File: src/logic/wake_pkg.sv
// Shared types and constants for the wake-event service block
package wake_pkg;

    // ==========================================================
    // Power state codes and timing
    // ==========================================================
    localparam logic [1:0] PSTATE_D0 = 2'h0;
    localparam logic [1:0] PSTATE_D3 = 2'h3;
    localparam int CLK_HZ = 50_000_000;
    localparam int SVC_LIMIT_MS = 100;
    localparam int SVC_MIN_MS = 95;
    localparam int SVC_MAX_MS = 150;
    localparam int SVC_CYCLES = SVC_LIMIT_MS * (CLK_HZ / 1000);
    localparam logic [23:0] TIMER_RESET = 24'h00_0000;

    // ==========================================================
    // Event message layout
    // ==========================================================
    localparam logic [7:0] MSG_FMT_TYPE = 8'h30;
    localparam logic [7:0] MSG_CODE = 8'h18;
    localparam int MSG_B0_POS = 0;
    localparam int MSG_B7_POS = 56;

    // ==========================================================
    // Wake source select codes
    // ==========================================================
    localparam logic SRC_PIN = 1'b0;
    localparam logic SRC_SERIAL = 1'b1;

    // Power state of the function as seen by the sequencer
    typedef enum {
        ST_D0,
        ST_D3HOT,
        ST_D3COLD
    } pstate_t;

    // Sticky flags kept across fundamental reset
    typedef struct packed {
        logic pme_status;
        logic pme_enable;
    } sticky_t;

    // Supply sensing inputs
    typedef struct packed {
        logic main_io;
        logic main_core;
        logic aux_io;
        logic aux_core;
    } supply_t;

    // Builds the four-doubleword event message
    function automatic logic [127:0] build_msg();
        logic [127:0] m;
        m = '0;
        m[MSG_B0_POS +: 8] = MSG_FMT_TYPE;
        m[MSG_B7_POS +: 8] = MSG_CODE;
        return m;
    endfunction : build_msg

endpackage : wake_pkg

File: src/logic/service_timer.sv
// Retransmission service timer
`timescale 1ns/1ps
module service_timer
    import wake_pkg::*;
#(
    parameter int LIMIT = SVC_CYCLES
)
(
    input wire logic sys_clk,
    input wire logic rst_n,
    input wire logic restart,
    input wire logic stop,
    output logic expired
);

    typedef struct packed {
        logic [23:0] count;
        logic running;
    } tmr_state_t;

    tmr_state_t st_r;
    tmr_state_t st_nxt;

    // ==========================================================
    // Counter next state
    // ==========================================================
    always_comb
    begin
        st_nxt = st_r;
        if (stop)
        begin
            st_nxt.running = 1'b0;
            st_nxt.count = TIMER_RESET;
        end
        else if (restart)
        begin
            st_nxt.running = 1'b1;
            st_nxt.count = TIMER_RESET;
        end
        else if (st_r.running && !expired)
        begin
            st_nxt.count = st_r.count + 24'h00_0001;
        end
    end

    // State register
    always_ff @(posedge sys_clk or negedge rst_n)
    begin
        if (!rst_n)
            st_r <= '0;
        else
            st_r <= st_nxt;
    end

    // Expiry at the limit
    assign expired = st_r.running && (st_r.count == 24'(LIMIT - 1));

endmodule : service_timer

File: src/logic/pcie_wake_event_service.sv
// Wake-event detection, sideband wake and event message service
// Functional notes
// RULE_01 - Wake sequence and messages only while enable flag is one
// RULE_02 - Message: byte0 30h, doubleword1 byte3 18h, all other bytes zero
// RULE_03 - Wake event in D3hot or D3cold produces an event message
// RULE_04 - D3hot holds link in L1; wake moves to L0 before sending
// RULE_05 - D3hot wake source is pin or serial interrupt, chosen by select
// RULE_06 - D3cold gates serial clock low, resets ports, gates memories
// RULE_07 - Software reinitialises serial ports after D3cold return
// RULE_08 - D3cold wake event asserts active-low sideband wake output
// RULE_09 - After D3cold wake, send only after reset done and link L0
// RULE_10 - Each send sets status flag and restarts service timer
// RULE_11 - Software clears status flag after handling the message
// RULE_12 - Flag still set at timer limit: resend and restart, repeatedly
// RULE_13 - Wake request input pin accepted as a wake event
// RULE_14 - In D3cold wake request pin is forwarded to sideband wake
// RULE_15 - Main supply sensing tells D3hot from D3cold
// RULE_16 - Aux supply sensing drives the aux-power-detected flag
// RULE_17 - Driver puts serial ports to sleep before D3hot
// RULE_18 - Clearing status flag stops timer and cancels resend
// RULE_19 - Status and enable flags survive fundamental reset on aux power
// RULE_20 - Writing D0 code into power state field leaves D3hot
`timescale 1ns/1ps
module pcie_wake_event_service
    import wake_pkg::*;
(
    input wire logic sys_clk,
    input wire logic resetn,
    input wire logic fundamental_reset_n,
    input wire supply_t supply,
    input wire logic wake_request_in,
    input wire logic serial_irq,
    input wire logic wake_source_select_reg,
    input wire logic [1:0] pstate_wr_data,
    input wire logic pstate_wr,
    input wire logic pme_enable_wr_data,
    input wire logic pme_enable_wr,
    input wire logic pme_status_clr,
    input wire logic link_in_l0,
    input wire logic msg_ready,
    output logic [127:0] msg_data,
    output logic msg_valid,
    output logic link_l1_req,
    output logic link_l0_req,
    output logic sideband_wake_out_n,
    output logic serial_clk_gate,
    output logic serial_reset,
    output logic mem_clk_gate,
    output logic aux_power_detected,
    output logic pme_status,
    output logic pme_enable,
    output logic [1:0] power_state
);

    // ==========================================================
    // Reset synchroniser
    // ==========================================================
    logic [1:0] rst_sync_r;
    logic rst_n;

    always_ff @(posedge sys_clk or negedge resetn)
    begin
        if (!resetn)
            rst_sync_r <= 2'b00;
        else
            rst_sync_r <= {rst_sync_r[0], 1'b1};
    end

    assign rst_n = rst_sync_r[1];

    // ==========================================================
    // State record
    // ==========================================================
    typedef struct packed {
        pstate_t pstate;
        sticky_t sticky;
        logic [1:0] pcode;
        logic wake_pending;
        logic cold_woken;
        logic sb_wake;
        logic wake_prev;
        logic send_req;
        logic [127:0] msg;
        logic valid;
    } state_t;

    state_t st_r;
    state_t st_nxt;

    logic main_present;
    logic aux_present;
    logic wake_event;
    logic wake_level;
    logic timer_restart;
    logic timer_expired;
    logic sent;
    logic in_reset;

    // Supply detection
    assign main_present = supply.main_io && supply.main_core; // RULE_15
    assign aux_present = supply.aux_io && supply.aux_core;
    assign in_reset = !fundamental_reset_n;

    // Wake source per state
    always_comb
    begin
        wake_level = 1'b0;
        unique case (st_r.pstate)
            ST_D3HOT:
                wake_level = (wake_source_select_reg == SRC_SERIAL) ? serial_irq // RULE_05
                                                                    : wake_request_in; // RULE_13
            ST_D3COLD:
                wake_level = wake_request_in; // RULE_14
            ST_D0:
                wake_level = 1'b0;
        endcase
    end

    // Rising edge only, so a held source gives one event
    assign wake_event = wake_level && st_r.sticky.pme_enable && !st_r.wake_prev; // RULE_03

    assign sent = st_r.valid && msg_ready;

    // ==========================================================
    // Sequencer next state
    // ==========================================================
    always_comb
    begin
        st_nxt = st_r;
        timer_restart = 1'b0;
        if (sent)
        begin
            st_nxt.valid = 1'b0;
            st_nxt.sticky.pme_status = 1'b1; // RULE_10
            timer_restart = 1'b1; // RULE_10
        end
        if (pme_enable_wr)
            st_nxt.sticky.pme_enable = pme_enable_wr_data;
        // Set wins over a clear in the same cycle
        if (pme_status_clr && !sent)
            st_nxt.sticky.pme_status = 1'b0; // RULE_18
        if (pme_status_clr && !sent && !st_r.valid)
            st_nxt.send_req = 1'b0; // RULE_18
        if (pstate_wr)
            st_nxt.pcode = pstate_wr_data;
        // Power state tracking
        unique case (st_r.pstate)
            ST_D0:
            begin
                if (pstate_wr && pstate_wr_data == PSTATE_D3)
                    st_nxt.pstate = main_present ? ST_D3HOT : ST_D3COLD;
            end
            ST_D3HOT:
            begin
                if (!main_present)
                    st_nxt.pstate = ST_D3COLD; // RULE_15
                else if (pstate_wr && pstate_wr_data == PSTATE_D0)
                    st_nxt.pstate = ST_D0; // RULE_20
            end
            ST_D3COLD:
            begin
                if (st_r.cold_woken && main_present && !in_reset)
                begin
                    st_nxt.pstate = ST_D0;
                    st_nxt.pcode = PSTATE_D0;
                end
            end
        endcase
        // Wake capture
        if (wake_event && st_r.sticky.pme_enable) // RULE_01
        begin
            st_nxt.wake_pending = 1'b1; // RULE_03
            if (st_r.pstate == ST_D3COLD)
                st_nxt.cold_woken = 1'b1;
        end
        // Edge detector follows the gated source level
        st_nxt.wake_prev = wake_level && st_r.sticky.pme_enable;
        // Sideband is set by the pin in D3cold and held until main power returns
        if (st_r.pstate == ST_D3COLD && wake_level && st_r.sticky.pme_enable && !main_present)
            st_nxt.sb_wake = 1'b1; // RULE_08
        // Release sideband once main power returns
        if (st_r.sb_wake && main_present)
            st_nxt.sb_wake = 1'b0;
        // Send once link is L0 and reset finished
        if (st_r.wake_pending && link_in_l0 && !in_reset && !st_r.valid) // RULE_04 RULE_09
        begin
            st_nxt.wake_pending = 1'b0;
            st_nxt.cold_woken = st_r.cold_woken && !main_present;
            st_nxt.send_req = st_r.sticky.pme_enable; // RULE_01
        end
        // One resend per expiry: the timer restarts only on acceptance
        if (timer_expired && st_r.sticky.pme_status && !pme_status_clr
            && st_r.sticky.pme_enable && !st_r.valid && !st_r.send_req)
            st_nxt.send_req = 1'b1; // RULE_12
        if (st_r.send_req && !st_r.valid && link_in_l0 && st_r.sticky.pme_enable) // RULE_01
        begin
            st_nxt.send_req = 1'b0;
            st_nxt.valid = 1'b1;
            st_nxt.msg = build_msg(); // RULE_02
        end
        if (!st_r.sticky.pme_enable)
        begin
            st_nxt.wake_pending = 1'b0;
            st_nxt.send_req = 1'b0;
        end
    end

    // ==========================================================
    // Registers: sticky flags only cleared by resetn or loss of both aux and main power
    // ==========================================================
    always_ff @(posedge sys_clk or negedge rst_n)
    begin
        if (!rst_n)
            st_r <= '0;
        else if (!aux_present && !main_present)
            st_r <= '0;
        else if (in_reset)
        begin
            st_r <= '0;
            st_r.sticky <= st_nxt.sticky; // RULE_19
            st_r.pstate <= st_nxt.pstate;
            st_r.pcode <= st_nxt.pcode;
            st_r.cold_woken <= st_nxt.cold_woken; // RULE_09
            st_r.wake_pending <= st_nxt.wake_pending; // RULE_09
            st_r.wake_prev <= st_nxt.wake_prev;
            st_r.sb_wake <= st_nxt.sb_wake;
        end
        else
            st_r <= st_nxt;
    end

    // Service timer
    service_timer u_timer (
        .sys_clk(sys_clk),
        .rst_n(rst_n),
        .restart(timer_restart),
        .stop((pme_status_clr && !sent) || !st_r.sticky.pme_enable), // RULE_18
        .expired(timer_expired)
    );

    // ==========================================================
    // Outputs
    // ==========================================================
    assign msg_data = st_r.msg;
    assign msg_valid = st_r.valid;
    assign link_l1_req = (st_r.pstate == ST_D3HOT) && !link_l0_req; // RULE_04
    assign link_l0_req = st_r.wake_pending || st_r.send_req || st_r.valid; // RULE_04
    assign sideband_wake_out_n = !st_r.sb_wake; // RULE_08
    assign serial_clk_gate = (st_r.pstate != ST_D3COLD); // RULE_06
    assign serial_reset = (st_r.pstate == ST_D3COLD); // RULE_06
    assign mem_clk_gate = (st_r.pstate != ST_D3COLD); // RULE_06
    assign aux_power_detected = aux_present; // RULE_16
    assign pme_status = st_r.sticky.pme_status;
    assign pme_enable = st_r.sticky.pme_enable;
    assign power_state = st_r.pcode;

    // ==========================================================
    // Checks
    // ==========================================================
    cold_gate_a: assert property (@(posedge sys_clk) disable iff (!rst_n) // RULE_06
        (st_r.pstate == ST_D3COLD) |-> (!serial_clk_gate && serial_reset && !mem_clk_gate))
        else $error("serial clock not gated in D3cold");

    msg_format_a: assert property (@(posedge sys_clk) disable iff (!rst_n) // RULE_02
        msg_valid |-> (msg_data == {64'h0, MSG_CODE, 48'h0, MSG_FMT_TYPE}))
        else $error("event message malformed");

    send_sets_a: assert property (@(posedge sys_clk) disable iff (!rst_n) // RULE_10
        (sent && !in_reset && (aux_present || main_present)) |=> pme_status)
        else $error("status not set after send");

    enable_gate_a: assert property (@(posedge sys_clk) disable iff (!rst_n) // RULE_01
        (!pme_enable && !msg_valid) |=> !msg_valid)
        else $error("message raised while disabled");

    clear_stop_a: assert property (@(posedge sys_clk) disable iff (!rst_n) // RULE_18
        pme_status_clr |=> !timer_expired)
        else $error("timer still running after clear");

    l0_before_send_a: assert property (@(posedge sys_clk) disable iff (!rst_n) // RULE_04
        $rose(msg_valid) |-> $past(link_in_l0))
        else $error("message raised outside L0");

    aux_flag_a: assert property (@(posedge sys_clk) disable iff (!rst_n) // RULE_16
        aux_power_detected == (supply.aux_io && supply.aux_core))
        else $error("aux flag mismatch");

    sb_wake_a: assert property (@(posedge sys_clk) disable iff (!rst_n) // RULE_14
        (st_r.pstate == ST_D3COLD && wake_request_in && pme_enable && !in_reset
         && aux_present && !main_present) |=> !sideband_wake_out_n)
        else $error("sideband wake not asserted");

    resend_req_a: assert property (@(posedge sys_clk) disable iff (!rst_n) // RULE_12
        (timer_expired && pme_status && pme_enable && !pme_status_clr && !msg_valid
         && !st_r.send_req && !in_reset && (aux_present || main_present)) |=> link_l0_req)
        else $error("no resend at timer limit");

    wake_capture_a: assert property (@(posedge sys_clk) disable iff (!rst_n) // RULE_03
        (wake_event && (aux_present || main_present)) |=> link_l0_req)
        else $error("wake event not captured");

    cold_entry_a: assert property (@(posedge sys_clk) disable iff (!rst_n) // RULE_15
        (st_r.pstate == ST_D0 && pstate_wr && pstate_wr_data == PSTATE_D3 && !main_present
         && aux_present) |=> serial_reset)
        else $error("D3 entry without main power not cold");

    hot_exit_a: assert property (@(posedge sys_clk) disable iff (!rst_n) // RULE_20
        (st_r.pstate == ST_D3HOT && main_present && pstate_wr && pstate_wr_data == PSTATE_D0)
        |=> ((power_state == PSTATE_D0) && !link_l1_req))
        else $error("D0 write did not leave D3hot");

    send_after_reset_a: assert property (@(posedge sys_clk) disable iff (!rst_n) // RULE_09
        $rose(msg_valid) |-> !$past(in_reset))
        else $error("message raised during fundamental reset");

endmodule : pcie_wake_event_service

File: config.mk
export PLATFORM = sky130hd
export DESIGN_NAME = pcie_wake_event_service
export DESIGN_NICKNAME = d
export VERILOG_FILES = /design/src/logic/wake_pkg.sv /design/src/logic/service_timer.sv /design/src/logic/pcie_wake_event_service.sv
export SDC_FILE = /design/constraint.sdc
export NUM_CORES = 1
export LEC_CHECK = 0
export BUFFER_PORTS_ARGS = -buffer_cell sky130_fd_sc_hd__clkbuf_2
export CELL_PAD_IN_SITES_DETAIL_PLACEMENT = 0
export CELL_PAD_IN_SITES_GLOBAL_PLACEMENT = 1
export CORE_AREA = 2 2 98 100
export CTS_BUF_LIST = sky130_fd_sc_hd__clkbuf_8 sky130_fd_sc_hd__clkbuf_16
export DETAILED_ROUTE_END_ITERATION = 7
export DIE_AREA = 0 0 100 102
export GPL_TIMING_DRIVEN = 1
export PLACE_DENSITY_LB_ADDON = 0.1
export SYNTH_ARGS = -nofsm -noshare
export SYNTH_HDL_FRONTEND = slang
export SYNTH_SLANG_ARGS = --single-unit
File: constraint.sdc
create_clock -name sys_clk -period 3.4 [get_ports sys_clk]
set_input_delay 0.34 -clock sys_clk [delete_from_list [all_inputs] [get_ports sys_clk]]
set_output_delay 0.34 -clock sys_clk [all_outputs]
set_load 0.02 [all_outputs]
Word-level counts from Yosys, hierarchy flattened
Index checks and enable logic that the tools add are counted.
{"block": "word_totals", "in_bits": 18, "output_inout_bits": 140, "word_cells": 108, "reg_bits": 197}
{"block": "op_classes", "eq_ne": 10, "add_sub_neg": 1, "n_reduce_logical": 50, "mux": 33}
{"operator": "130-bit two-way mux", "count": 2}
{"operator": "170-bit two-way mux", "count": 1}
{"operator": "32-bit two-way mux", "count": 4}
{"operator": "32-bit one-hot mux with 3 select lines", "count": 1}
{"operator": "32-bit by 2-bit equality test with 1-bit output, second input constant", "count": 2}
{"operator": "24-bit two-way mux", "count": 2}
{"operator": "32-bit by 1-bit equality test with 1-bit output, second input constant", "count": 1}
{"operator": "32-bit by 3-bit equality test with 1-bit output, second input constant", "count": 1}
{"operator": "1-bit logical AND", "count": 32}
{"operator": "32-bit zero test", "count": 1}
{"operator": "32-bit by 3-bit inequality test with 1-bit output, second input constant", "count": 1}
{"operator": "25-bit two-way mux", "count": 1}
{"operator": "24-bit by 1-bit adder with 24-bit output, second input constant", "count": 1}
{"operator": "24-bit by 23-bit equality test with 1-bit output, second input constant", "count": 1}
{"operator": "1-bit two-way mux", "count": 15}
{"operator": "2-bit two-way mux", "count": 6}
{"operator": "1-bit zero test", "count": 11}
{"operator": "7-bit by 2-bit inequality test with 1-bit output, second input constant", "count": 1}
{"operator": "4-bit by 1-bit inequality test with 1-bit output, second input constant", "count": 1}
{"operator": "1-bit logical OR", "count": 3}
{"operator": "3-bit by 1-bit inequality test with 1-bit output, second input constant", "count": 1}
{"operator": "1-bit one-hot mux with 3 select lines", "count": 1}
{"operator": "3-bit nonzero test", "count": 1}
{"operator": "2-bit equality test, second input constant", "count": 1}
{"operator": "2 further kinds", "count": 2}

Depth between registers and ports, before layout
Gate-level depths: netlist of the first run.
{"block": "depth", "ltp_word": 12, "ltp_mapped": 7, "ltp_nobuf": 7}

Hierarchy
A second synthesis of the first run with hierarchy kept.
{"block": "unflattened", "cells_unflattened": 365, "hier_area_um2": 3204.3}
{"mod": "pcie_wake_event_service", "instances": 1, "cells_per_inst": 215, "area_each_um2": 1770.4}
{"mod": "service_timer", "instances": 1, "cells_per_inst": 150, "area_each_um2": 1433.9}

Worst setup path before layout of the first run
OpenSTA, ideal clock, no wires.
{"block": "synth_timing", "kind": "register to register", "start": "register u_timer.st_r[17] (netlist bit)", "end": "register u_timer.st_r[11] (netlist bit)", "setup_time_ns": 0.144, "setup_slack_ns": 1.370, "arrival_time_ns": 1.885, "stages_incl_launch_ff": 7, "path_cell_list": "dfrtp_1 > or4b_1 > or4_4 > o21ai_4 > buf_6 > or3_1 > a21oi_2"}
{"block": "synth_between", "elab_chain_cells": 5}
{"element": "from (decl)", "line": "service_timer.sv:21", "text": "tmr_state_t st_r;"}
{"element": "from (signal assigned)", "line": "service_timer.sv:52", "text": "st_r <= st_nxt;"}
{"element": "24-bit by 23-bit equality test with 1-bit output", "line": "service_timer.sv:56", "text": "assign expired = st_r.running && (st_r.count == 24'(LIMIT - 1));"}
{"element": "1-bit logical AND", "line": "service_timer.sv:56"}
{"element": "1-bit zero test", "line": "service_timer.sv:40", "text": "else if (st_r.running && !expired)"}
{"element": "1-bit logical AND", "line": "service_timer.sv:40"}
{"element": "3-bit nonzero test (no source line)"}
Every way passes these cells.
A chain may end at the register's enable or synchronous reset.

Worst setup path in the final report of the first run
{"block": "layout_timing", "start": "register u_timer.st_r[17] (netlist bit)", "end": "register u_timer.st_r[22] (netlist bit)"}
{"block": "layout_between", "elab_chain_cells": 5, "word_cells_on_any_way": 9}
{"element": "branches (longest 5 deep; another with 24-bit by 1-bit adder with 24-bit output)"}
Several ways; the timed one is not identified. The select of a mux whose other input is x is not followed.

==> summary.txt, run 1 <==
Outcome
  – Status: finished clean

Power and ir drop
  – Leakage Power: ~1.5 nW
  – Tot Pwr: about 1.3 mW
  – Worst vdd ir: 0.224 mV
  – Clock Power Share: 0.438
  – Register share of total power: 0.391
  – Combinational Power Share: 0.171
  – Cell Pwr Density: just under 400 mW/mm2
  – Net Sw Frac: 0.295
  – Switch Pwr: 370 uW
  – Int Pwr: between 800 and 900 uW

Floorplanning
  – Initial Utilization: 0.356
  – Die Y: ~100 um
  – Core Region: slightly above 0.009 mm2
  – Die W: roughly 100 um
  – Die ar.: 0.0102 mm2
  – Ports: 158
  – Row count: 35

Clocking
  – Worst skew pair latency: just under 0.3 ns
  – Clock Tree Buf Depth: 2
  – Htree depth: 2
  – Setup Buffers After CTS: 0
  – CTS Buf Count: 5
  – Worst-path clk slew: 0.08 ns
  – CTS tree: yes
  – CTS sink count: 40
  – CTS root buf: clkbuf_8

GRT
  – Antenna violations before repair: 0
  – Number of global-route vias before repair: 2087
  – First-pass GRT wire length: a little over 10000 um
  – Largest net degree at the start of global routing: 27
  – Total track usage: 0.123
  – GRT overflow: 0

Yosys
  – Syn. warnings: 0
  – Yosys reg bits: 40
  – Post-synth top flop: dfrtp_1
  – Post-Synth Simple-Gate Area: 0.205
  – Largest family of logic cells by synthesized area: buffers and inverters
  – Cell count after synthesis: 370
  – Post-Syn Area: about 0.0032 mm2
  – Synth area leader: dfrtp_1
  – Post-Synth XOR/XNOR Area: 0.0189
  – Synth top cells by count: buf_4 (131), dfrtp_1 (40), nor2_1 (18), nand2_1 (15), nand4_1 (14)
  – Share of Yosys cell area claimed by the top area cell type: 0.309
  – Sequential-to-total area share from yosys stat: 0.309
  – Post-synth EDFFs: 0
  – Post-synthesis adder-cell area fraction: 0.0154
  – Synth top area cells: dfrtp_1 (31%), buf_4 (30%), a21oi_2 (3.2%)
  – Proportion of synthesized area in mux cells: 0.0158
  – Count leader, synth: buf_4
  – Ys async rst share: 1.00
  – Compound-gate portion of the synthesized area: 0.108
  – Cell variety after synth: 47
  – Synth Area per Inst: 8.77 um2

Worst setup path
  – FF-to-FF Start: u_timer.st_r[17]$_DFFE_PN0P_
  – Critical path class: reg -> reg
  – Reg-to-reg setup timing slack: about 0.97 ns
  – Register-to-Register Path Depth: 5
  – CP Capture Type: flip-flop
  – Startpoint Class: flip-flop
  – CP required: approximately 3.6 ns
  – Max incr delay on CP: 0.57 ns
  – Worst reg2reg endpoint: u_timer.st_r[22]$_DFFE_PN0P_
  – Worst-path cell chain: or4b_1, or4_4, o21ai_4, or4_1, a21oi_2
  – Critical path peak fanout: 26
  – Slowest CP cell: o21ai_4
  – Crit path DAT: 2.60 ns

Timing
  – Worst hold margin: between 0.2 and 0.3 ns
  – RSZ-0062 raised after global routing: false
  – Fin. Hold Viols: 0
  – Max transition margin: 0.505
  – Setup TNS: 0 ns
  – Fin Clk Skew: 0.00234 ns
  – Min Tclk post-route: between 2 and 2.5 ns
  – Fmax: 412 MHz
  – Slew Limit Fails: 0
  – Fin worst setup slack: ~0.97 ns
  – Final setup viols: 0
  – Worst-margin pin slew: roughly 0.74 ns
  – Final period util: 0.714

Routing
  – Initial DRC Count: a little over 70
  – DRC Markers: 0
  – Met2 WL: about 3000 um
  – Final WL: around 6300 um
  – Final ANT Viol Nets: 0
  – Highest routed layer: met4
  – DR WL met3: approximately 280 um
  – First-pass detailed-route iteration total: 4
  – DRT met1 WL: around 3000 um
  – Vias: 2207
  – Vias per Instance: 4.32
  – Avg WL per Cell: 12.2 um

Layout
  – Layout cell share with drive strength beyond 1: 0.163
  – Layout Utilization: 0.348
  – Final nets: between 400 and 500
  – Final std cells w/o fill: approximately 510
  – Area grow syn2layout: -2.20%
  – Finished Cell Area: approximately 0.0032 mm2
  – ANT cells: 0

Flow run
  – Max-Cap Viols: 0

Place
  – Placer Congestion: between 0.7 and 0.8
  – Inst Count DP: ~500
  – Port bufs: 33
  – DP Worst Slack: between 1 and 1.5 ns
  – Dpl cell area: ~0.003 mm2
  – Post-DP HPWL: 4740 um

Worst hold path
  – HP Start: pme_enable_wr_data
  – Worst min path class: in -> reg
  – WHS Endpoint: pme_enable$_DFFE_PN0P_
  – Hold path depth: 3
==> worst max-delay path by stage <==
| stage | start | to | cells past startpoint |
|---|---|---|---|
| after CTS | u_timer.st_r[17]$_DFFE_PN0P_ | u_timer.st_r[22]$_DFFE_PN0P_ | 5 |
| after global placement | u_timer.st_r[17]$_DFFE_PN0P_ | u_timer.st_r[22]$_DFFE_PN0P_ | 5 |
| final | u_timer.st_r[17]$_DFFE_PN0P_ | u_timer.st_r[22]$_DFFE_PN0P_ | 5 |
| after global routing | u_timer.st_r[17]$_DFFE_PN0P_ | u_timer.st_r[17]$_DFFE_PN0P_ | 5 |
| after floorplan | u_timer.st_r[17]$_DFFE_PN0P_ | u_timer.st_r[11]$_DFFE_PN0P_ | 6 |
| after detailed placement | u_timer.st_r[17]$_DFFE_PN0P_ | u_timer.st_r[22]$_DFFE_PN0P_ | 5 |
==> cell type report <==
type | instances | area (um2)
Fill cell | 972 | 5940
Multi-Input combinational cell | 306 | 1650
Sequential cell | 40 | 1000
Timing Repair Buffer | 36 | 190
Tap cell | 111 | 139
Clock inverter | 3 | 90.1
Clock buffer | 5 | 68.8
Inverter | 10 | 37.5
==> cell usage in the layout (no fill, tap or decap), types with 7 or more instances in the layout <==
| cell | netlist | routed |
|---|---|---|
| a21oi_1 | 11 | 11 |
| a21oi_2 | 12 | 12 |
| clkbuf_2 | 0 | 33 |
| conb_1 | 2 | 125 |
| dfrtp_1 | 40 | 40 |
| inv_1 | 10 | 10 |
| nand2_1 | 15 | 15 |
| nand3_1 | 10 | 10 |
| nand4_1 | 14 | 14 |
| nor2_1 | 18 | 18 |
| o21ai_1 | 7 | 7 |
| or3_1 | 13 | 13 |
==> worst max-delay path: cells and delay by family, from the launching register on <==
family / cells / cell delay (ns)
AOI/OAI and AO/OA: 2 / 0.62
and+or+nand+nor: 3 / 1.24
DFF: 1 / 0.44
==> flip-flops by register name, indices dropped and copies added (netlist names) <==
register	flops
power_state	2
pme_status	1
st_r	7
rst_sync_r	2
msg_valid	1
u_timer.st_r	25
msg_data	1
pme_enable	1
==> power groups by stage <==
| stage | clock (mW) | sequential [mW] | combinational [mW] |
|---|---|---|---|
| 3_5_place_dp | 0 | 0.501 | 0.212 |
| 4_1_cts | 0.564 | 0.492 | 0.213 |
| 5_1_grt | 0.582 | 0.493 | 0.237 |
| 6_report | 0.550 | 0.491 | 0.215 |
| 3_3_place_gp | 0 | 0.501 | 0.213 |
| 2_1_floorplan | 0 | 0.501 | 0.286 |
==> per-layer routing <==
layer / up-vias / track usage
met5: - / 0
met1: 1058 / 0.169
li1: 1074 / -
met4: 0 / 0.0242
met2: 68 / 0.201
met3: 7 / 0.0267
==> repair_timing <==
item                                   CTS  global route
gates resized for setup                  0             0
hold buffers                             1             0
endpoints found under the hold margin    2             0
==> cells by family (layout without fill, tap and decap cells) <==
| kind of cell | after synthesis | in the layout |
|---|---|---|
| other | 2 | 125 |
| xor gates and xnor gates | 7 | 7 |
| adders and majority gates | 4 | 4 |
| and+or+nand+nor | 115 | 115 |
| buffers and inverters | 147 | 54 |
| muxes | 5 | 5 |
| AOI/OAI and AO/OA | 50 | 50 |
| DFF | 40 | 40 |
No activity file was read; power rests on OpenSTA's default activity.
==> inputs of run 2 (changes only) <==
--- a/config.mk
+++ b/config.mk
@@ -5,13 +5,14 @@
 export SDC_FILE = /design/constraint.sdc
 export NUM_CORES = 1
 export LEC_CHECK = 0
+export ABC_AREA = 1
 export BUFFER_PORTS_ARGS = -buffer_cell sky130_fd_sc_hd__clkbuf_2
 export CELL_PAD_IN_SITES_DETAIL_PLACEMENT = 0
 export CELL_PAD_IN_SITES_GLOBAL_PLACEMENT = 1
-export CORE_AREA = 2 2 98 100
+export CORE_AREA = 2 2 112 114
 export CTS_BUF_LIST = sky130_fd_sc_hd__clkbuf_8 sky130_fd_sc_hd__clkbuf_16
 export DETAILED_ROUTE_END_ITERATION = 7
-export DIE_AREA = 0 0 100 102
+export DIE_AREA = 0 0 114 116
 export GPL_TIMING_DRIVEN = 1
 export PLACE_DENSITY_LB_ADDON = 0.1
 export SYNTH_ARGS = -nofsm -noshare
==> constraint.sdc (replaced) <==
create_clock -name sys_clk -period 1.9 [get_ports sys_clk]
set_input_delay 0.19 -clock sys_clk [delete_from_list [all_inputs] [get_ports sys_clk]]
set_output_delay 0.19 -clock sys_clk [all_outputs]
set_load 0.02 [all_outputs]
==> run 2 against run 1 <==
Against the previous run: cell area rose by 14%; hold slack worse by 0.16 ns; wire length grew 25%; maximum frequency is 43% higher; non-clock buffer count rose by 10; flip-flop and latch count unchanged; via count is 23% higher; core utilization fell by 4.4 points; worst setup slack lost 0.77 ns; synthesized cell count is 34% higher; critical path type unchanged.
==> summary.txt, run 2 <==
Place
  – Port bufs: 33
  – DP Worst Slack: approximately 0.16 ns
  – Post-DP HPWL: 6260 um
  – Placer Congestion: ~0.80
  – Dpl cell area: approximately 0.0034 mm2

Timing
  – Fin. Hold Viols: 0
  – Fmax: 588 MHz
  – RSZ-0062 raised after global routing: false
  – Min Tclk post-route: between 1.5 and 2 ns
  – Final setup viols: 0
  – Fin worst setup slack: approximately 0.2 ns
  – Fin Clk Skew: ~0.0034 ns
  – Final period util: 0.895
  – Slew Limit Fails: 0
  – Setup TNS: 0 ns

Clocking
  – CTS sink count: 40
  – CTS tree: yes
  – Setup Buffers After CTS: 0
  – Worst-path clk slew: roughly 0.06 ns
  – Clock Tree Buf Depth: 2
  – CTS root buf: clkbuf_16
  – Worst skew pair latency: 0.29 ns
  – CTS Buf Count: 5
  – Htree depth: 2

Power and ir drop
  – Net Sw Frac: 0.319
  – Combinational Power Share: 0.184
  – Int Pwr: around 1.6 mW
  – Register share of total power: 0.375
  – Worst vdd ir: roughly 0.37 mV
  – Leakage Power: 1.82 nW
  – Cell Pwr Density: around 650 mW/mm2
  – Switch Pwr: between 700 and 800 uW
  – Clock Power Share: 0.441
  – Tot Pwr: approximately 2.3 mW

Layout
  – Layout Utilization: 0.304
  – Most frequent cells in the layout: conb_1 (125), nand2_1 (101), nor2_1 (63), inv_1 (41), dfrtp_1 (40)
  – Final nets: ~560
  – Number of flip-flops in the largest register: 25
  – Layout cell share with drive strength beyond 1: 0.136
  – ANT cells: 0
  – Top reg by flops: u_timer.st_r
  – Finished Cell Area: 0.00362 mm2
  – Area grow syn2layout: 2.55%
  – Biggest regs: u_timer.st_r (25), st_r (7)
  – Commonest non-fill, non-tap cell in the layout: conb_1

Worst setup path
  – Critical path class: reg -> reg
  – FF-to-FF Start: u_timer.st_r[1]$_DFFE_PN0P_
  – Max incr delay on CP: about 0.4 ns
  – CP required: ~2.1 ns
  – Crit path DAT: 1.87 ns
  – Worst-path cell chain: ha_2, nand3_4, nor2_4, nand3_4, nand2_4, nand2_4, inv_6, o21ai_0
  – Critical path peak fanout: 18
  – Slowest CP cell: dfrtp_1
  – Startpoint Class: flip-flop
  – Setup crit start: u_timer.st_r[1]$_DFFE_PN0P_
  – CP Capture Type: flip-flop

Worst hold path
  – HP Start: pme_enable_wr_data
  – Worst min path class: in -> reg

Yosys
  – Post-Synth XOR/XNOR Area: 0.0124
  – Post-Syn Area: 0.00353 mm2
  – Post-Synth Simple-Gate Area: 0.298
  – Count leader, synth: buf_4
  – Syn. warnings: 0
  – Synth Area per Inst: 7.13 um2
  – Sequential-to-total area share from yosys stat: 0.283
  – Share of Yosys cell area claimed by the top area cell type: 0.283
  – Yosys reg bits: 40
  – Synth area leader: dfrtp_1
  – Compound-gate portion of the synthesized area: 0.0528
  – Proportion of synthesized area in mux cells: 0
  – Synth top cells by count: buf_4 (131), nand2_1 (101), nor2_1 (63), inv_1 (41), dfrtp_1 (40)
  – Synth top area cells: dfrtp_1 (28%), buf_4 (28%), nand2_1 (11%)
  – Post-synth EDFFs: 0
  – Ys async rst share: 1.00
  – Cell count after synthesis: slightly below 500
  – Cell variety after synth: 34
  – Largest family of logic cells by synthesized area: buffers and inverters
  – Post-synth top flop: dfrtp_1
  – Post-synthesis adder-cell area fraction: 0.0142

Routing
  – Vias per Instance: between 3 and 4
  – Initial DRC Count: approximately 100
  – Final WL: ~7800 um
  – First-pass detailed-route iteration total: 5
  – Final ANT Viol Nets: 0
  – Avg WL per Cell: approximately 11 um
  – DRC Markers: 0
  – Vias: approximately 2700

GRT
  – GRT overflow: 0
  – First-pass GRT wire length: between 10000 and 15000 um
  – Total track usage: 0.118
  – Largest net degree at the start of global routing: 31
  – Antenna violations before repair: 0
  – Number of global-route vias before repair: around 2400

Floorplanning
  – Die Y: 116 um
  – Die ar.: ~0.013 mm2
  – Ports: approximately 160
  – Row count: 40
  – Initial Utilization: 0.296
  – Die W: between 100 and 150 um
  – Core Region: about 0.012 mm2

Outcome
  – Status: finished clean

Flow run
  – Max-Cap Viols: 0
## run 2: cell families after synthesis
group | Yosys count
AOI/OAI and AO/OA | 31
and+or+nand+nor | 234
DFF | 40
other | 2
buffers and inverters | 179
xor gates and xnor gates | 5
adders and majority gates | 4
## run 2: timing repair
action,4_1_cts,5_1_grt
resized for setup,0,2
endpoints found under the hold margin,2,0
setup endpoints to repair,0,5
hold buffers,1,0
## run 2: layer usage
layer	part of all wire	GRT usage
met1	0.46	0.158
met2	0.48	0.198
met3	0.048	0.0225
met4	0.0088	0.0268
met5	0	0
## run 2: power groups by stage
stage | Clock (mW) | Sequential [mW] | Combinational [mW]
finish | 1.03 | 0.879 | 0.431
global route | 1.10 | 0.882 | 0.478
CTS | 1.07 | 0.879 | 0.430
detailed placement | 0 | 0.896 | 0.427
global placement | 0 | 0.897 | 0.429
floorplan | 0 | 0.902 | 0.541
## run 2: cell type report
class                   instances  area, um2
clock buffers                   6        139
inverters                      44        170
well taps                     147        184
clock inverters                 2       38.8
repair buffers                 46        278
fillers                      1316       8290
flip-flops and latches         40       1000
multi-input cells             399       1810
## run 2: worst max-delay path: cells and delay by family (launching register included)
kind | cells | cell delay (ns)
AO/OA/AOI/OAI | 1 | 0.10
adder cells (fa/ha/maj) | 1 | 0.27
buffers and inverters | 1 | 0.14
flip-flops | 1 | 0.41
AND/OR/NAND/NOR | 5 | 0.64
## run 2: stage by stage
step                cells  hold WS, ns
CTS                   684        0.133
detailed placement    675      -0.0221
floorplan             618       -0.106
finish                684        0.123
global route          684        0.149
global placement      675      -0.0215
## run 2: worst paths after layout
check | endpoint | slack (ns) | cells past startpoint
setup / recovery | u_timer.st_r[10]$_DFFE_PN0P_ | 0.20 | 8
hold / removal | pme_enable$_DFFE_PN0P_ | 0.12 | 3
setup reg to reg | u_timer.st_r[10]$_DFFE_PN0P_ | 0.20 | 8
hold reg to reg | u_timer.st_r[20]$_DFFE_PN0P_ | 0.18 | 0
max in group asynchronous | u_timer.st_r[10]$_DFFE_PN0P_ | 1.20 | 1
min in group asynchronous | u_timer.st_r[20]$_DFFE_PN0P_ | 0.18 | 0
